[src/verilog/adr_pkg.sv]
// shared constants for the result readout port, both ends
// assumes: both ends run on 125 MHz clocks; the link pins cross between them
`default_nettype none

package adr_pkg;
	// ----------------------------------------------------------------
	// result layout
	// ----------------------------------------------------------------
	localparam int NUM_CH = 4;
	localparam int RES_W = 16;
	localparam int BYTE_W = 8;
	localparam logic [2:0] BYTE_CNT_RST = 3'h0;
	localparam logic [2:0] BYTE_CNT_FIRST_LOW = 3'h2; // third strobe drops the flag
	localparam logic [5:0] BIT_PTR_RST = 6'h00;
	localparam logic [1:0] SECOND_GROUP = 2'h2; // second line starts at channel 3

	// ----------------------------------------------------------------
	// link pins sampled by the device, {cs_n, rd_n, sclk, if_sel, byte_sel, order}
	// ----------------------------------------------------------------
	localparam int DEV_SYNC_W = 6;
	localparam logic [5:0] DEV_SYNC_RST = 6'h38;
	localparam int HOST_SYNC_W = 12; // {byte_bus, out_first, out_second, flag, busy}

	// ----------------------------------------------------------------
	// readout modes, {interface_select, byte_mode_select}
	// ----------------------------------------------------------------
	typedef enum logic [1:0] {
		MODE_WORD = 2'b00,
		MODE_UNUSED = 2'b01,
		MODE_SERIAL = 2'b10,
		MODE_BYTE = 2'b11
	} adr_mode_t;

	// ----------------------------------------------------------------
	// timing of the strobes the host makes
	// ----------------------------------------------------------------
	localparam int CLK_PERIOD_NS = 8;
	localparam int STROBE_HALF_NS = 64;
	localparam int STROBE_HALF_CYC = (STROBE_HALF_NS + CLK_PERIOD_NS - 1) / CLK_PERIOD_NS;
	localparam logic [6:0] XFER_BYTE = 7'h08;
	localparam logic [6:0] XFER_SER_ONE = 7'h40;
	localparam logic [6:0] XFER_SER_TWO = 7'h20;

	// ----------------------------------------------------------------
	// host buffering
	// ----------------------------------------------------------------
	localparam int FIFO_DEPTH = 16;
	localparam int FIFO_W = RES_W + 1; // {first flag, word}
endpackage : adr_pkg

`default_nettype wire

[src/verilog/adr_if.sv]
// link wires between the readout port and the host that reads it
// assumes: the bench resolves each driven pin from its enable
`default_nettype none

interface adr_if;
	logic cs_n;
	logic rd_n;
	logic sclk;
	logic interface_select;
	logic byte_mode_select;
	logic byte_order_select;
	logic [7:0] byte_bus;
	logic byte_bus_oe;
	logic serial_out_first;
	logic serial_out_second;
	logic serial_oe;
	logic first_channel_flag;
	logic first_channel_flag_oe;
	logic busy;

	modport dev (
		input cs_n, rd_n, sclk, interface_select, byte_mode_select, byte_order_select,
		output byte_bus, byte_bus_oe, serial_out_first, serial_out_second, serial_oe,
		output first_channel_flag, first_channel_flag_oe, busy
	);

	modport host (
		output cs_n, rd_n, sclk, interface_select, byte_mode_select, byte_order_select,
		input byte_bus, byte_bus_oe, serial_out_first, serial_out_second, serial_oe,
		input first_channel_flag, first_channel_flag_oe, busy
	);
endinterface : adr_if

`default_nettype wire

[src/verilog/adr_host_end.sv]
// host end of the readout port: makes the strobes, collects words into a fifo
// assumes: device pins come from another domain; the user drains word_out
`default_nettype none

module adr_fifo #(
	parameter int WIDTH = adr_pkg::FIFO_W,
	parameter int DEPTH = adr_pkg::FIFO_DEPTH
) (
	input wire logic clk_in,
	input wire logic nrst_in,
	input wire logic in_valid_in,
	input wire logic [WIDTH-1:0] in_data_in,
	output logic in_ready_out,
	output logic out_valid_out,
	output logic [WIDTH-1:0] out_data_out,
	input wire logic out_ready_in
);
	localparam int AW = $clog2(DEPTH);
	localparam logic [AW:0] FULL_CNT = (AW + 1)'(DEPTH);

	logic [WIDTH-1:0] mem [DEPTH];
	logic [AW-1:0] wr_ptr_reg;
	logic [AW-1:0] rd_ptr_reg;
	logic [AW:0] count_reg;
	logic out_valid_reg;
	logic [WIDTH-1:0] out_data_reg;

	// handshake decode; the output register refills when empty or taken
	wire do_wr = in_valid_in & in_ready_out;
	wire do_rd = (count_reg != '0) & (~out_valid_reg | out_ready_in);
	assign in_ready_out = (count_reg != FULL_CNT);

	always_ff @(posedge clk_in) begin
		if (do_wr) begin
			mem[wr_ptr_reg] <= in_data_in;
		end
	end

	always_ff @(posedge clk_in or negedge nrst_in) begin
		if (!nrst_in) begin
			wr_ptr_reg <= '0;
			rd_ptr_reg <= '0;
			count_reg <= '0;
			out_valid_reg <= 1'b0;
			out_data_reg <= '0;
		end else begin
			wr_ptr_reg <= do_wr ? wr_ptr_reg + 1'b1 : wr_ptr_reg;
			rd_ptr_reg <= do_rd ? rd_ptr_reg + 1'b1 : rd_ptr_reg;
			count_reg <= count_reg + (AW + 1)'(do_wr) - (AW + 1)'(do_rd);
			if (do_rd) begin
				out_data_reg <= mem[rd_ptr_reg];
				out_valid_reg <= 1'b1;
			end else if (out_ready_in) begin
				out_valid_reg <= 1'b0;
			end
		end
	end

	assign out_valid_out = out_valid_reg;
	assign out_data_out = out_data_reg;
endmodule : adr_fifo

module adr_host_end (
	input wire logic clk_in,
	input wire logic nrst_in,
	adr_if.host link,
	input wire logic start_in,
	input wire logic [1:0] mode_in,
	input wire logic order_hi_first_in,
	input wire logic dual_line_in,
	output logic [adr_pkg::RES_W-1:0] word_out,
	output logic word_first_out,
	output logic word_valid_out,
	input wire logic word_ready_in,
	output logic reading_out
);
	import adr_pkg::*;

	typedef enum logic [2:0] {
		ST_IDLE = 3'b000,
		ST_SETUP = 3'b001,
		ST_LOW = 3'b010,
		ST_HIGH = 3'b011,
		ST_PUSH = 3'b100,
		ST_END = 3'b101
	} adr_hstate_t;

	// ----------------------------------------------------------------
	// synchronisers for device pins
	// ----------------------------------------------------------------
	logic [HOST_SYNC_W-1:0] sync1_reg;
	logic [HOST_SYNC_W-1:0] sync2_reg;

	always_ff @(posedge clk_in or negedge nrst_in) begin
		if (!nrst_in) begin
			sync1_reg <= '0;
			sync2_reg <= '0;
		end else begin
			sync1_reg <= {link.byte_bus, link.serial_out_first, link.serial_out_second,
				link.first_channel_flag, link.busy};
			sync2_reg <= sync1_reg;
		end
	end

	wire [7:0] bus_s = sync2_reg[11:4];
	wire sa_s = sync2_reg[3];
	wire sb_s = sync2_reg[2];
	wire flag_s = sync2_reg[1];
	wire busy_s = sync2_reg[0];

	// ----------------------------------------------------------------
	// strobe sequencer
	// ----------------------------------------------------------------
	adr_hstate_t state_reg;
	logic [3:0] timer_reg;
	logic [6:0] cnt_reg;
	logic [1:0] mode_reg;
	logic order_reg;
	logic dual_reg;
	logic cs_n_reg;
	logic rd_n_reg;
	logic sclk_reg;
	logic reading_reg;
	logic [15:0] sh_a_reg;
	logic [15:0] sh_b_reg;
	logic first_reg;
	logic push_b_reg;

	localparam logic [3:0] HALF_LAST = 4'(STROBE_HALF_CYC - 1);
	wire is_byte = (mode_reg == MODE_BYTE);
	wire two_lines = dual_reg & ~is_byte;
	wire [6:0] total = is_byte ? XFER_BYTE : (two_lines ? XFER_SER_TWO : XFER_SER_ONE); // [RL5] [RL10]
	wire half_done = (timer_reg == HALF_LAST);
	wire [6:0] cnt_inc = cnt_reg + 7'd1;
	wire word_done = is_byte ? cnt_reg[0] : (cnt_reg[3:0] == 4'hF);
	wire new_word = is_byte ? ~cnt_reg[0] : (cnt_reg[3:0] == 4'h0);
	// byte mode samples before the read strobe rises, serial at the clock fall
	wire sample = (state_reg == ST_LOW & half_done & is_byte) | // [RL9]
		((state_reg == ST_HIGH | state_reg == ST_SETUP) & half_done & ~is_byte);
	wire [15:0] byte_first = order_reg ? {bus_s, 8'h00} : {8'h00, bus_s};
	wire [15:0] byte_second = order_reg ? {sh_a_reg[15:8], bus_s} : {bus_s, sh_a_reg[7:0]};
	wire push_valid = (state_reg == ST_PUSH);
	wire [FIFO_W-1:0] push_data = push_b_reg ? {1'b0, sh_b_reg} : {first_reg, sh_a_reg}; // [RL16]
	wire push_ready;

	// assembly of bytes or bits into words
	always_ff @(posedge clk_in or negedge nrst_in) begin
		if (!nrst_in) begin
			sh_a_reg <= 16'h0000;
			sh_b_reg <= 16'h0000;
			first_reg <= 1'b0;
		end else if (sample) begin
			if (new_word) begin
				first_reg <= flag_s;
			end
			if (is_byte) begin
				sh_a_reg <= cnt_reg[0] ? byte_second : byte_first;
			end else begin
				sh_a_reg <= {sh_a_reg[14:0], sa_s};
				sh_b_reg <= {sh_b_reg[14:0], sb_s};
			end
		end
	end

	// reads start only with busy low, so the select fall never meets a result update
	always_ff @(posedge clk_in or negedge nrst_in) begin
		if (!nrst_in) begin
			state_reg <= ST_IDLE;
			timer_reg <= 4'h0;
			cnt_reg <= 7'h00;
			mode_reg <= MODE_SERIAL;
			order_reg <= 1'b1;
			dual_reg <= 1'b0;
			cs_n_reg <= 1'b1;
			rd_n_reg <= 1'b1;
			sclk_reg <= 1'b1;
			reading_reg <= 1'b0;
			push_b_reg <= 1'b0;
		end else begin
			timer_reg <= half_done ? 4'h0 : timer_reg + 4'd1;
			case (state_reg)
				ST_IDLE: begin
					mode_reg <= mode_in;
					order_reg <= order_hi_first_in;
					dual_reg <= dual_line_in;
					timer_reg <= 4'h0;
					if (start_in & ~busy_s & (mode_reg == MODE_BYTE | mode_reg == MODE_SERIAL)) begin // [RL15]
						cs_n_reg <= 1'b0;
						cnt_reg <= 7'h00;
						reading_reg <= 1'b1;
						state_reg <= ST_SETUP;
					end
				end
				ST_SETUP, ST_HIGH: begin
					if (half_done) begin
						if (is_byte) begin
							rd_n_reg <= 1'b0;
							state_reg <= ST_LOW;
						end else begin
							sclk_reg <= 1'b0;
							cnt_reg <= cnt_inc;
							state_reg <= word_done ? ST_PUSH : ST_LOW;
						end
					end
				end
				ST_LOW: begin
					if (half_done) begin
						if (is_byte) begin
							rd_n_reg <= 1'b1;
							cnt_reg <= cnt_inc;
							state_reg <= word_done ? ST_PUSH : ST_HIGH;
						end else begin
							sclk_reg <= 1'b1;
							state_reg <= ST_HIGH;
						end
					end
				end
				ST_PUSH: begin
					timer_reg <= 4'h0;
					if (push_ready) begin
						if (two_lines & ~push_b_reg) begin
							push_b_reg <= 1'b1;
						end else begin
							push_b_reg <= 1'b0;
							state_reg <= (cnt_reg == total) ? ST_END : (is_byte ? ST_HIGH : ST_LOW);
						end
					end
				end
				ST_END: begin
					cs_n_reg <= 1'b1;
					rd_n_reg <= 1'b1;
					sclk_reg <= 1'b1;
					reading_reg <= 1'b0;
					state_reg <= ST_IDLE;
				end
				default: begin
					state_reg <= ST_IDLE;
				end
			endcase
		end
	end

	// ----------------------------------------------------------------
	// word buffer; a full fifo holds the sequencer in the push state
	// ----------------------------------------------------------------
	logic [FIFO_W-1:0] fifo_out;

	adr_fifo #(
		.WIDTH(FIFO_W),
		.DEPTH(FIFO_DEPTH)
	) adr_fifo_inst (
		.clk_in(clk_in),
		.nrst_in(nrst_in),
		.in_valid_in(push_valid),
		.in_data_in(push_data),
		.in_ready_out(push_ready),
		.out_valid_out(word_valid_out),
		.out_data_out(fifo_out),
		.out_ready_in(word_ready_in)
	);

	assign word_out = fifo_out[RES_W-1:0];
	assign word_first_out = fifo_out[RES_W];
	assign reading_out = reading_reg;
	assign link.cs_n = cs_n_reg;
	assign link.rd_n = rd_n_reg;
	assign link.sclk = sclk_reg;
	assign link.interface_select = mode_reg[1]; // [RL1] [RL7]
	assign link.byte_mode_select = mode_reg[0];
	assign link.byte_order_select = order_reg;
endmodule : adr_host_end

`default_nettype wire

[src/flat_wrapper.sv]
// flat-port wrapper written by rule: the top's interface ports become plain ports
module adr_host_end_flat import adr_pkg::*;
  (clk_in, nrst_in, start_in, mode_in, order_hi_first_in, dual_line_in, word_out, word_first_out, word_valid_out, word_ready_in, reading_out, link_cs_n, link_rd_n, link_sclk, link_interface_select, link_byte_mode_select, link_byte_order_select, link_byte_bus, link_byte_bus_oe, link_serial_out_first, link_serial_out_second, link_serial_oe, link_first_channel_flag, link_first_channel_flag_oe, link_busy);
  adr_if link_i ();
  input wire logic clk_in;
  input wire logic nrst_in;
  input wire logic start_in;
  input wire logic [1:0] mode_in;
  input wire logic order_hi_first_in;
  input wire logic dual_line_in;
  output logic [adr_pkg::RES_W-1:0] word_out;
  output logic word_first_out;
  output logic word_valid_out;
  input wire logic word_ready_in;
  output logic reading_out;
  output wire logic [$bits(link_i.cs_n)-1:0] link_cs_n;
  output wire logic [$bits(link_i.rd_n)-1:0] link_rd_n;
  output wire logic [$bits(link_i.sclk)-1:0] link_sclk;
  output wire logic [$bits(link_i.interface_select)-1:0] link_interface_select;
  output wire logic [$bits(link_i.byte_mode_select)-1:0] link_byte_mode_select;
  output wire logic [$bits(link_i.byte_order_select)-1:0] link_byte_order_select;
  input wire logic [$bits(link_i.byte_bus)-1:0] link_byte_bus;
  input wire logic [$bits(link_i.byte_bus_oe)-1:0] link_byte_bus_oe;
  input wire logic [$bits(link_i.serial_out_first)-1:0] link_serial_out_first;
  input wire logic [$bits(link_i.serial_out_second)-1:0] link_serial_out_second;
  input wire logic [$bits(link_i.serial_oe)-1:0] link_serial_oe;
  input wire logic [$bits(link_i.first_channel_flag)-1:0] link_first_channel_flag;
  input wire logic [$bits(link_i.first_channel_flag_oe)-1:0] link_first_channel_flag_oe;
  input wire logic [$bits(link_i.busy)-1:0] link_busy;
  assign link_cs_n = link_i.cs_n;
  assign link_rd_n = link_i.rd_n;
  assign link_sclk = link_i.sclk;
  assign link_interface_select = link_i.interface_select;
  assign link_byte_mode_select = link_i.byte_mode_select;
  assign link_byte_order_select = link_i.byte_order_select;
  assign link_i.byte_bus = link_byte_bus;
  assign link_i.byte_bus_oe = link_byte_bus_oe;
  assign link_i.serial_out_first = link_serial_out_first;
  assign link_i.serial_out_second = link_serial_out_second;
  assign link_i.serial_oe = link_serial_oe;
  assign link_i.first_channel_flag = link_first_channel_flag;
  assign link_i.first_channel_flag_oe = link_first_channel_flag_oe;
  assign link_i.busy = link_busy;
  adr_host_end u_core (.clk_in(clk_in), .nrst_in(nrst_in), .link(link_i), .start_in(start_in), .mode_in(mode_in), .order_hi_first_in(order_hi_first_in), .dual_line_in(dual_line_in), .word_out(word_out), .word_first_out(word_first_out), .word_valid_out(word_valid_out), .word_ready_in(word_ready_in), .reading_out(reading_out));
endmodule
[config.mk]
export PLATFORM = sky130hd
export DESIGN_NAME = adr_host_end_flat
export DESIGN_NICKNAME = d
export VERILOG_FILES = /design/src/verilog/adr_pkg.sv /design/src/verilog/adr_if.sv /design/src/verilog/adr_host_end.sv /design/src/flat_wrapper.sv
export SDC_FILE = /design/constraint.sdc
export NUM_CORES = 1
export LEC_CHECK = 0
export ABC_AREA = 1
export BUFFER_PORTS_ARGS = -buffer_cell sky130_fd_sc_hd__buf_2
export CORE_ASPECT_RATIO = 0.75
export CORE_UTILIZATION = 27
export CTS_CLUSTER_SIZE = 10
export DETAILED_ROUTE_END_ITERATION = 6
export PLACE_DENSITY = 0.47
export SLEW_MARGIN = 40
export SYNTH_ARGS = -nofsm -noshare
export SYNTH_HDL_FRONTEND = slang
export SYNTH_SLANG_ARGS = --single-unit
[constraint.sdc]
create_clock -name clk_in -period 2.9 [get_ports clk_in]
set_input_delay 0.435 -clock clk_in [delete_from_list [all_inputs] [get_ports clk_in]]
set_output_delay 0.435 -clock clk_in [all_outputs]
set_load 0.01 [all_outputs]
==> impl_metrics.ini, run 1 <==
[cells_and_area]
area_growth_pct = 16.7
largest_register_ffs = 272
fin_area_sq_um = 19800
fillCellCount = 6335
multi_input_area_sq_um = 4610
top_register = u_core.adr_fifo_inst.mem
drive_above_1_share_pct = 12.9
layout.nets = 1860
seq_area_sq_um = 11000

[route]
via_count = 11600
drt_iter0_drc = 816
detail-route-antenna-nets = 0
wirelength_um = 42800
first_pass_iters = 7
wl_per_cell_um = 16.0
drc = 0
drt-vias-per-instance = 4.36

[floorplan]
rows = 79
io_pins = 48
die_w_um = 291
fp.dieH_um = 219
fp.coreArea_sq_um = 62100
initial_utilization_pct = 27.3
die-area_sq_um = 63800

[clocking]
cts_htree_levels = 2
clock_tree.root_cell = clkbuf_16
cts_tree = yes
worst_skew_pair.late_latency_ps = 540
cts_buffers = 44
cts_buffer_depth = 3
cts.reportedPaths.clkPinSlew_ps = 50
cts_resized = 0
cts.sinks = 383

[synthesis]
yosys-mux-area-fraction_pct = 0
syn-num-nets = 1772
yosysMostFrequentCell = nand2_1
synth_top_family_by_area = simple AND/OR/NAND/NOR gates
yosysSeqAreaShare_pct = 64.6
synth_edf_count = 272
yosys.area_share.simple_pct = 21.5
synth-seq-cells = 383
yosysWarnings = 0
netlist_instances = 1734
ys_types = 32
syn_avg_cell_area_sq_um = 9.78
synth.top_cell.area_share_pct = 48.2
synth_top_area_cell = edfxtp_1
syn_area_sq_um = 17000
synth_compound_area_share_pct = 3.57
synth_area_leaders = edfxtp_1, dfrtp_1, nand2_1
yosys.area_share.xor_xnor_pct = 0.672
ys_top_cells_by_count = nand2_1, inv_1, edfxtp_1
synthArstFlopShare_pct = 29.0
synthAdderAreaFrac_pct = 1.15
synth_ff_type = edfxtp_1

[run_status]
status = completed

[setup_path]
crit_path_start = u_core.adr_fifo_inst.count_reg[2]
reg2reg_slack_ps = 440
critPathRequiredTime_ps = 3310
cp_slowest_cell = fa_1
crit_path_cell_trace = inv_1, ha_1, nand4_1, nand2_1, ha_1, inv_1, ha_1, inv_1, fa_1, o21ai_0, a21oi_1, xor2_1
cp_top_family = adder cells
cpPeakStageDelay_ps = 420
arrival_ps = 2870
path_buf_inv = 3
crit_type = flip-flop to flip-flop
crit_fanout = 2
end_kind = flip-flop
start_kind = flip-flop
worstReg2RegStart = u_core.adr_fifo_inst.count_reg[2]

[power_and_ir_drop]
power_density_nw_per_um2 = 901
ir_worst_vdd_mv = 0.595
power_mw = 17.8
p_leak_nw = 8.70

[min_path]
min_from = mode_in[1]
min_path_type = input pin to flip-flop

[global_routing]
grt_pass1_wl_um = 66300
grt_pass1_vias = 11100
grt_max_degree = 139
grt_overflow = 0
met1_usage_pct = 20.8
antenna_found_initial = 0
met2_usage_pct = 19.3
gr-max-usage-layer = met1
grt_usage_pct = 13.6
grt_util_met3_pct = 2.76

[sta]
fin_skew_ps = 14.5
rsz0062_at_grt = no
worst_pin_slew_ps = 749
period_minus_slack_ps = 2460
setup_viol = 0
maxSlewViolCount = 0
slew_headroom_pct = 49.8
hold_slack_ps = 98.4
timing_hold_violations_final = 0
fmax_ghz = 0.407
finalSetupTns_ps = 0
period_share_pct = 84.8
worst_slack_ps = 440

[placement]
placed_area_sq_um = 18400
place_ws_ps = 430
io_buffer_count = 44
dpl.hpwl_um = 26000
gp_congestion = 0.807

[flow_run]
maxCapViolations = 0
cell families (layout without fill, tap and decap cells):
group,count (synthesis),count (layout)
simple gates,868,868
buf+inv,360,482
compound gates,95,95
flops,383,383
other cells,0,1
fa+ha+maj,15,15
xor+xnor,13,13
where the power goes:
part / switching [mW] / internal (mW)
sequential: 0.345 / 6.60
combinational: 4.13 / 1.73
clock: 2.10 / 2.92
total: 6.58 / 11.2
worst reg2reg max path: cells and delay by family (launching register included):
kind / cells / cell delay, ps
compound gates: 2 / 300
xor+xnor: 1 / 140
fa+ha+maj: 4 / 990
buf+inv: 3 / 200
flops: 1 / 380
simple gates: 2 / 320
layer usage:
layer	part of all wire [%]	routed length [um]
met1	51	21800
met2	41	17600
met3	5.9	2540
met4	2.0	842
met5	0	0
layout make-up:
cell class / count / area share, %
Antenna cell: 1 / 0.0127
Multi-Input combinational cell: 991 / 23.3
Tap cell: 810 / 5.12
Sequential cell: 383 / 55.4
Inverter: 284 / 5.41
Timing Repair Buffer: 118 / 4.35
Clock buffer: 80 / 6.41
what timing repair did:
action                    in CTS  in global routing
hold buffers                  13                  0
buffers inserted               0                  0
hold endpoints to repair      48                  0
through the flow:
stage,utilization (%),instances
3_3_place_gp,29.6,2573
3_5_place_dp,29.6,2573
2_1_floorplan,-,1734
6_report,31.9,2667
5_1_grt,31.9,2666
4_1_cts,31.9,2666
cell usage in the layout, fill, tap and decap left out, types with 3 or more instances in the layout:
cell type / synthesis / final
xor2_1: 12 / 12
inv_2: 3 / 3
nand2_4: 3 / 3
buf_2: 20 / 43
buf_4: 3 / 58
buf_12: 0 / 4
clkbuf_16: 0 / 45
dfstp_2: 5 / 5
a21oi_1: 25 / 25
clkbuf_1: 32 / 34
nand3_1: 227 / 227
ha_1: 14 / 14
nor2_2: 4 / 21
dlygate4sd3_1: 0 / 13
inv_1: 278 / 277
edfxtp_1: 272 / 272
o21ai_0: 36 / 30
o21ai_1: 1 / 7
o21ai_2: 31 / 31
nand2_1: 568 / 568
nand4_1: 5 / 5
nand2_2: 20 / 20
dfrtp_1: 106 / 104
nor2_1: 38 / 21
final timing paths:
kind                                                     end  cells after the start
setup / recovery           u_core.adr_fifo_inst.count_reg[4]                     12
hold / removal                            u_core.mode_reg[1]                      3
setup reg to reg           u_core.adr_fifo_inst.count_reg[4]                     12
hold reg to reg                          u_core.sync2_reg[7]                      0
max in group asynchronous                   u_core.link.rd_n                      3
min in group asynchronous                 u_core.sh_a_reg[2]                      2
Power figures use the tool's default switching activity.
==> run 2: changes to the inputs <==
Settings changed: ABC_AREA 1 to 0, PLACE_DENSITY 0.47 to 0.48.
Clock period 2.9 ns to 2.2 ns, I/O delays scaled along.
==> run 2 against run 1 <==
Effect of this change: the run now ends with setup timing left; worst setup slack worse by 510 ps; register-to-register slack worse by 510 ps; worst hold slack worse by 69 ps; cell count is 32% lower; sequential share of layout area is 3.3 points higher; via count is 30% lower; global-route usage is 1.2 points lower; synthesized cell count is 47% lower; combinational power is 7.8% higher; power is 26% higher; core utilization is 1.4 points higher.
==> impl_metrics.ini, run 2 <==
[run_status]
status = finished with violations
violations = setup timing

[clocking]
worst_skew_pair.late_latency_ps = 550
cts_buffer_depth = 3
cts_buffers = 44
cts_htree_levels = 2
clock_tree.root_cell = clkbuf_16
cts_tree = yes
cts.reportedPaths.clkPinSlew_ps = 50
cts.sinks = 383

[global_routing]
grt_pass1_vias = 8702
grt_overflow = 0
grt_usage_pct = 12.4
grt_pass1_wl_um = 54400
grt_max_degree = 112
antenna_found_initial = 0

[cells_and_area]
drive_above_1_share_pct = 27.2
fin_area_sq_um = 18700
layout.nets = 1096
utilization_pct = 33.3
largest_register_ffs = 272
final_common_cell = edfxtp_1
final_cell_mix = edfxtp_1, dfrtp_1, mux2i_1
area_growth_pct = 21.6
top_register = u_core.adr_fifo_inst.mem

[setup_path]
cp_top_family = adder cells
cp_slowest_cell = dfrtp_1
crit_fanout = 2
arrival_ps = 2700
start_kind = flip-flop
path_buf_inv = 5
cpPeakStageDelay_ps = 390
end_kind = flip-flop
crit_type = flip-flop to flip-flop
crit_path_cell_trace = inv_2, ha_4, nor4b_4, a21o_2, inv_2, ha_4, inv_2, ha_4, inv_2, fa_2, inv_2, a21oi_2, nor2_1, nor2_1, xnor2_1
critPathRequiredTime_ps = 2630
cp_common_cell = inv_2

[sta]
setup_viol = 1
rsz0062_at_grt = yes
period_minus_slack_ps = 2270
slew_headroom_pct = 54.2
finalSetupTns_ps = -71.2
maxSlewViolCount = 0
worst_slack_ps = -71.2
timing_hold_violations_final = 0
period_share_pct = 103
worst_pin_slew_ps = 687
fmax_ghz = 0.440
fin_skew_ps = 17.6

[flow_run]
maxCapViolations = 0

[placement]
io_buffer_count = 44
placed_area_sq_um = 17100
dpl.hpwl_um = 21100
gp_congestion = 0.740

[route]
wl_per_cell_um = 19.3
first_pass_iters = 4
detail-route-antenna-nets = 0
via_count = 8158
drc = 0
drt-vias-per-instance = 4.48
wirelength_um = 35100
drt_iter0_drc = 536

[power_and_ir_drop]
power_mw = 22.5
ir_worst_vdd_mv = 0.547
power_density_nw_per_um2 = 1210
p_leak_nw = 6.77

[synthesis]
synthArstFlopShare_pct = 29.0
syn-num-nets = 955
ys_types = 64
ys_top_cells_by_count = edfxtp_1, dfrtp_1, mux2i_1
syn_area_sq_um = 15300
netlist_instances = 917
synth-seq-cells = 383
synth_ff_type = edfxtp_1
yosysSeqAreaShare_pct = 71.4
yosysMostFrequentCell = edfxtp_1
synth_edf_count = 272
synth_area_leaders = edfxtp_1, dfrtp_1, mux4_2
synth_top_area_cell = edfxtp_1
yosysWarnings = 0
synth.top_cell.area_share_pct = 53.2
syn_avg_cell_area_sq_um = 16.7

[floorplan]
fp.coreArea_sq_um = 56000
die_w_um = 277
die-area_sq_um = 57800
io_pins = 48
fp.dieH_um = 208
rows = 75
initial_utilization_pct = 27.4

[min_path]
min_path_type = input pin to flip-flop
==> run 2: changes by cell type in the layout (fill, tap and decap cells not counted), moves of 20 or more <==
cell / previous run / this run
mux4_2: 0 / 36
nand3_1: 227 / 13
a22oi_1: 0 / 39
mux2_2: 0 / 35
nor2_2: 21 / 1
nand2_1: 568 / 56
mux2i_1: 0 / 65
o21ai_2: 31 / 2
inv_1: 277 / 14
buf_12: 4 / 24
and2_1: 0 / 20
==> run 2: layout make-up <==
cell class	count	area [sq um]
Clock inverter	3	25.0
Multi-Input combinational cell	471	4150
Fill cell	5374	37400
Clock buffer	74	1270
Antenna cell	1	2.50
Tap cell	731	915
Timing Repair Buffer	137	1260
Inverter	21	81.3
Sequential cell	383	11000
==> run 2: worst paths after layout <==
check                                             startpoint                                  to  slack, ps  cells past startpoint
setup / recovery           u_core.adr_fifo_inst.count_reg[3]   u_core.adr_fifo_inst.count_reg[4]        -70                     15
max in group asynchronous                            nrst_in  u_core.adr_fifo_inst.rd_ptr_reg[2]       1190                      3
hold / removal                                    mode_in[1]                  u_core.mode_reg[1]         30                      2
hold reg to reg                          u_core.sync1_reg[3]                 u_core.sync2_reg[3]        350                      0
setup reg to reg           u_core.adr_fifo_inst.count_reg[3]   u_core.adr_fifo_inst.count_reg[4]        -70                     15
min in group asynchronous                            nrst_in                 u_core.sync1_reg[2]        410                      3
==> run 2: logic make-up after synthesis <==
group | share of synthesized area, %
XOR/XNOR | 0.742
adder cells (fa/ha/maj) | 1.27
AND/OR/NAND/NOR | 5.54
flip-flops | 71.4
multiplexers | 12.3
buffers and inverters | 2.04
AO/OA/AOI/OAI | 6.76
==> run 2: per-stage QoR <==
step	worst slack, ps	hold WS (ps)	instances
2_1_floorplan	-113	34.4	917
3_3_place_gp	-177	335	1717
3_5_place_dp	-183	336	1717
4_1_cts	-54.1	1.93	1820
5_1_grt	-195	14.7	1820
6_report	-71.2	29.1	1821
==> run 2: report_power, final <==
group	switching, mW	total, mW	internal, mW	leakage, nW
registers	0.739	9.55	8.82	3.77
clock network	2.78	6.67	3.89	0.618
logic	3.51	6.32	2.81	2.38
total	7.03	22.5	15.5	6.77
==> run 2: metal layers <==
layer | global-route usage [%] | vias to the layer above | wire length [um]
met4 | 2.85 | 0 | 486
met2 | 18.0 | 142 | 14700
li1 | - | 3825 | -
met3 | 2.68 | 43 | 1760
met5 | 0 | - | 0
met1 | 18.8 | 4148 | 18200
==> run 2: timing repair <==
| action | CTS | global route |
|---|---|---|
| hold endpoints to repair | 120 | 0 |
| setup endpoints to repair | 20 | 131 |
| hold buffers | 15 | 0 |
| resized for setup | 7 | 3 |
| pin swaps | 7 | 1 |
| buffers inserted | 11 | 1 |
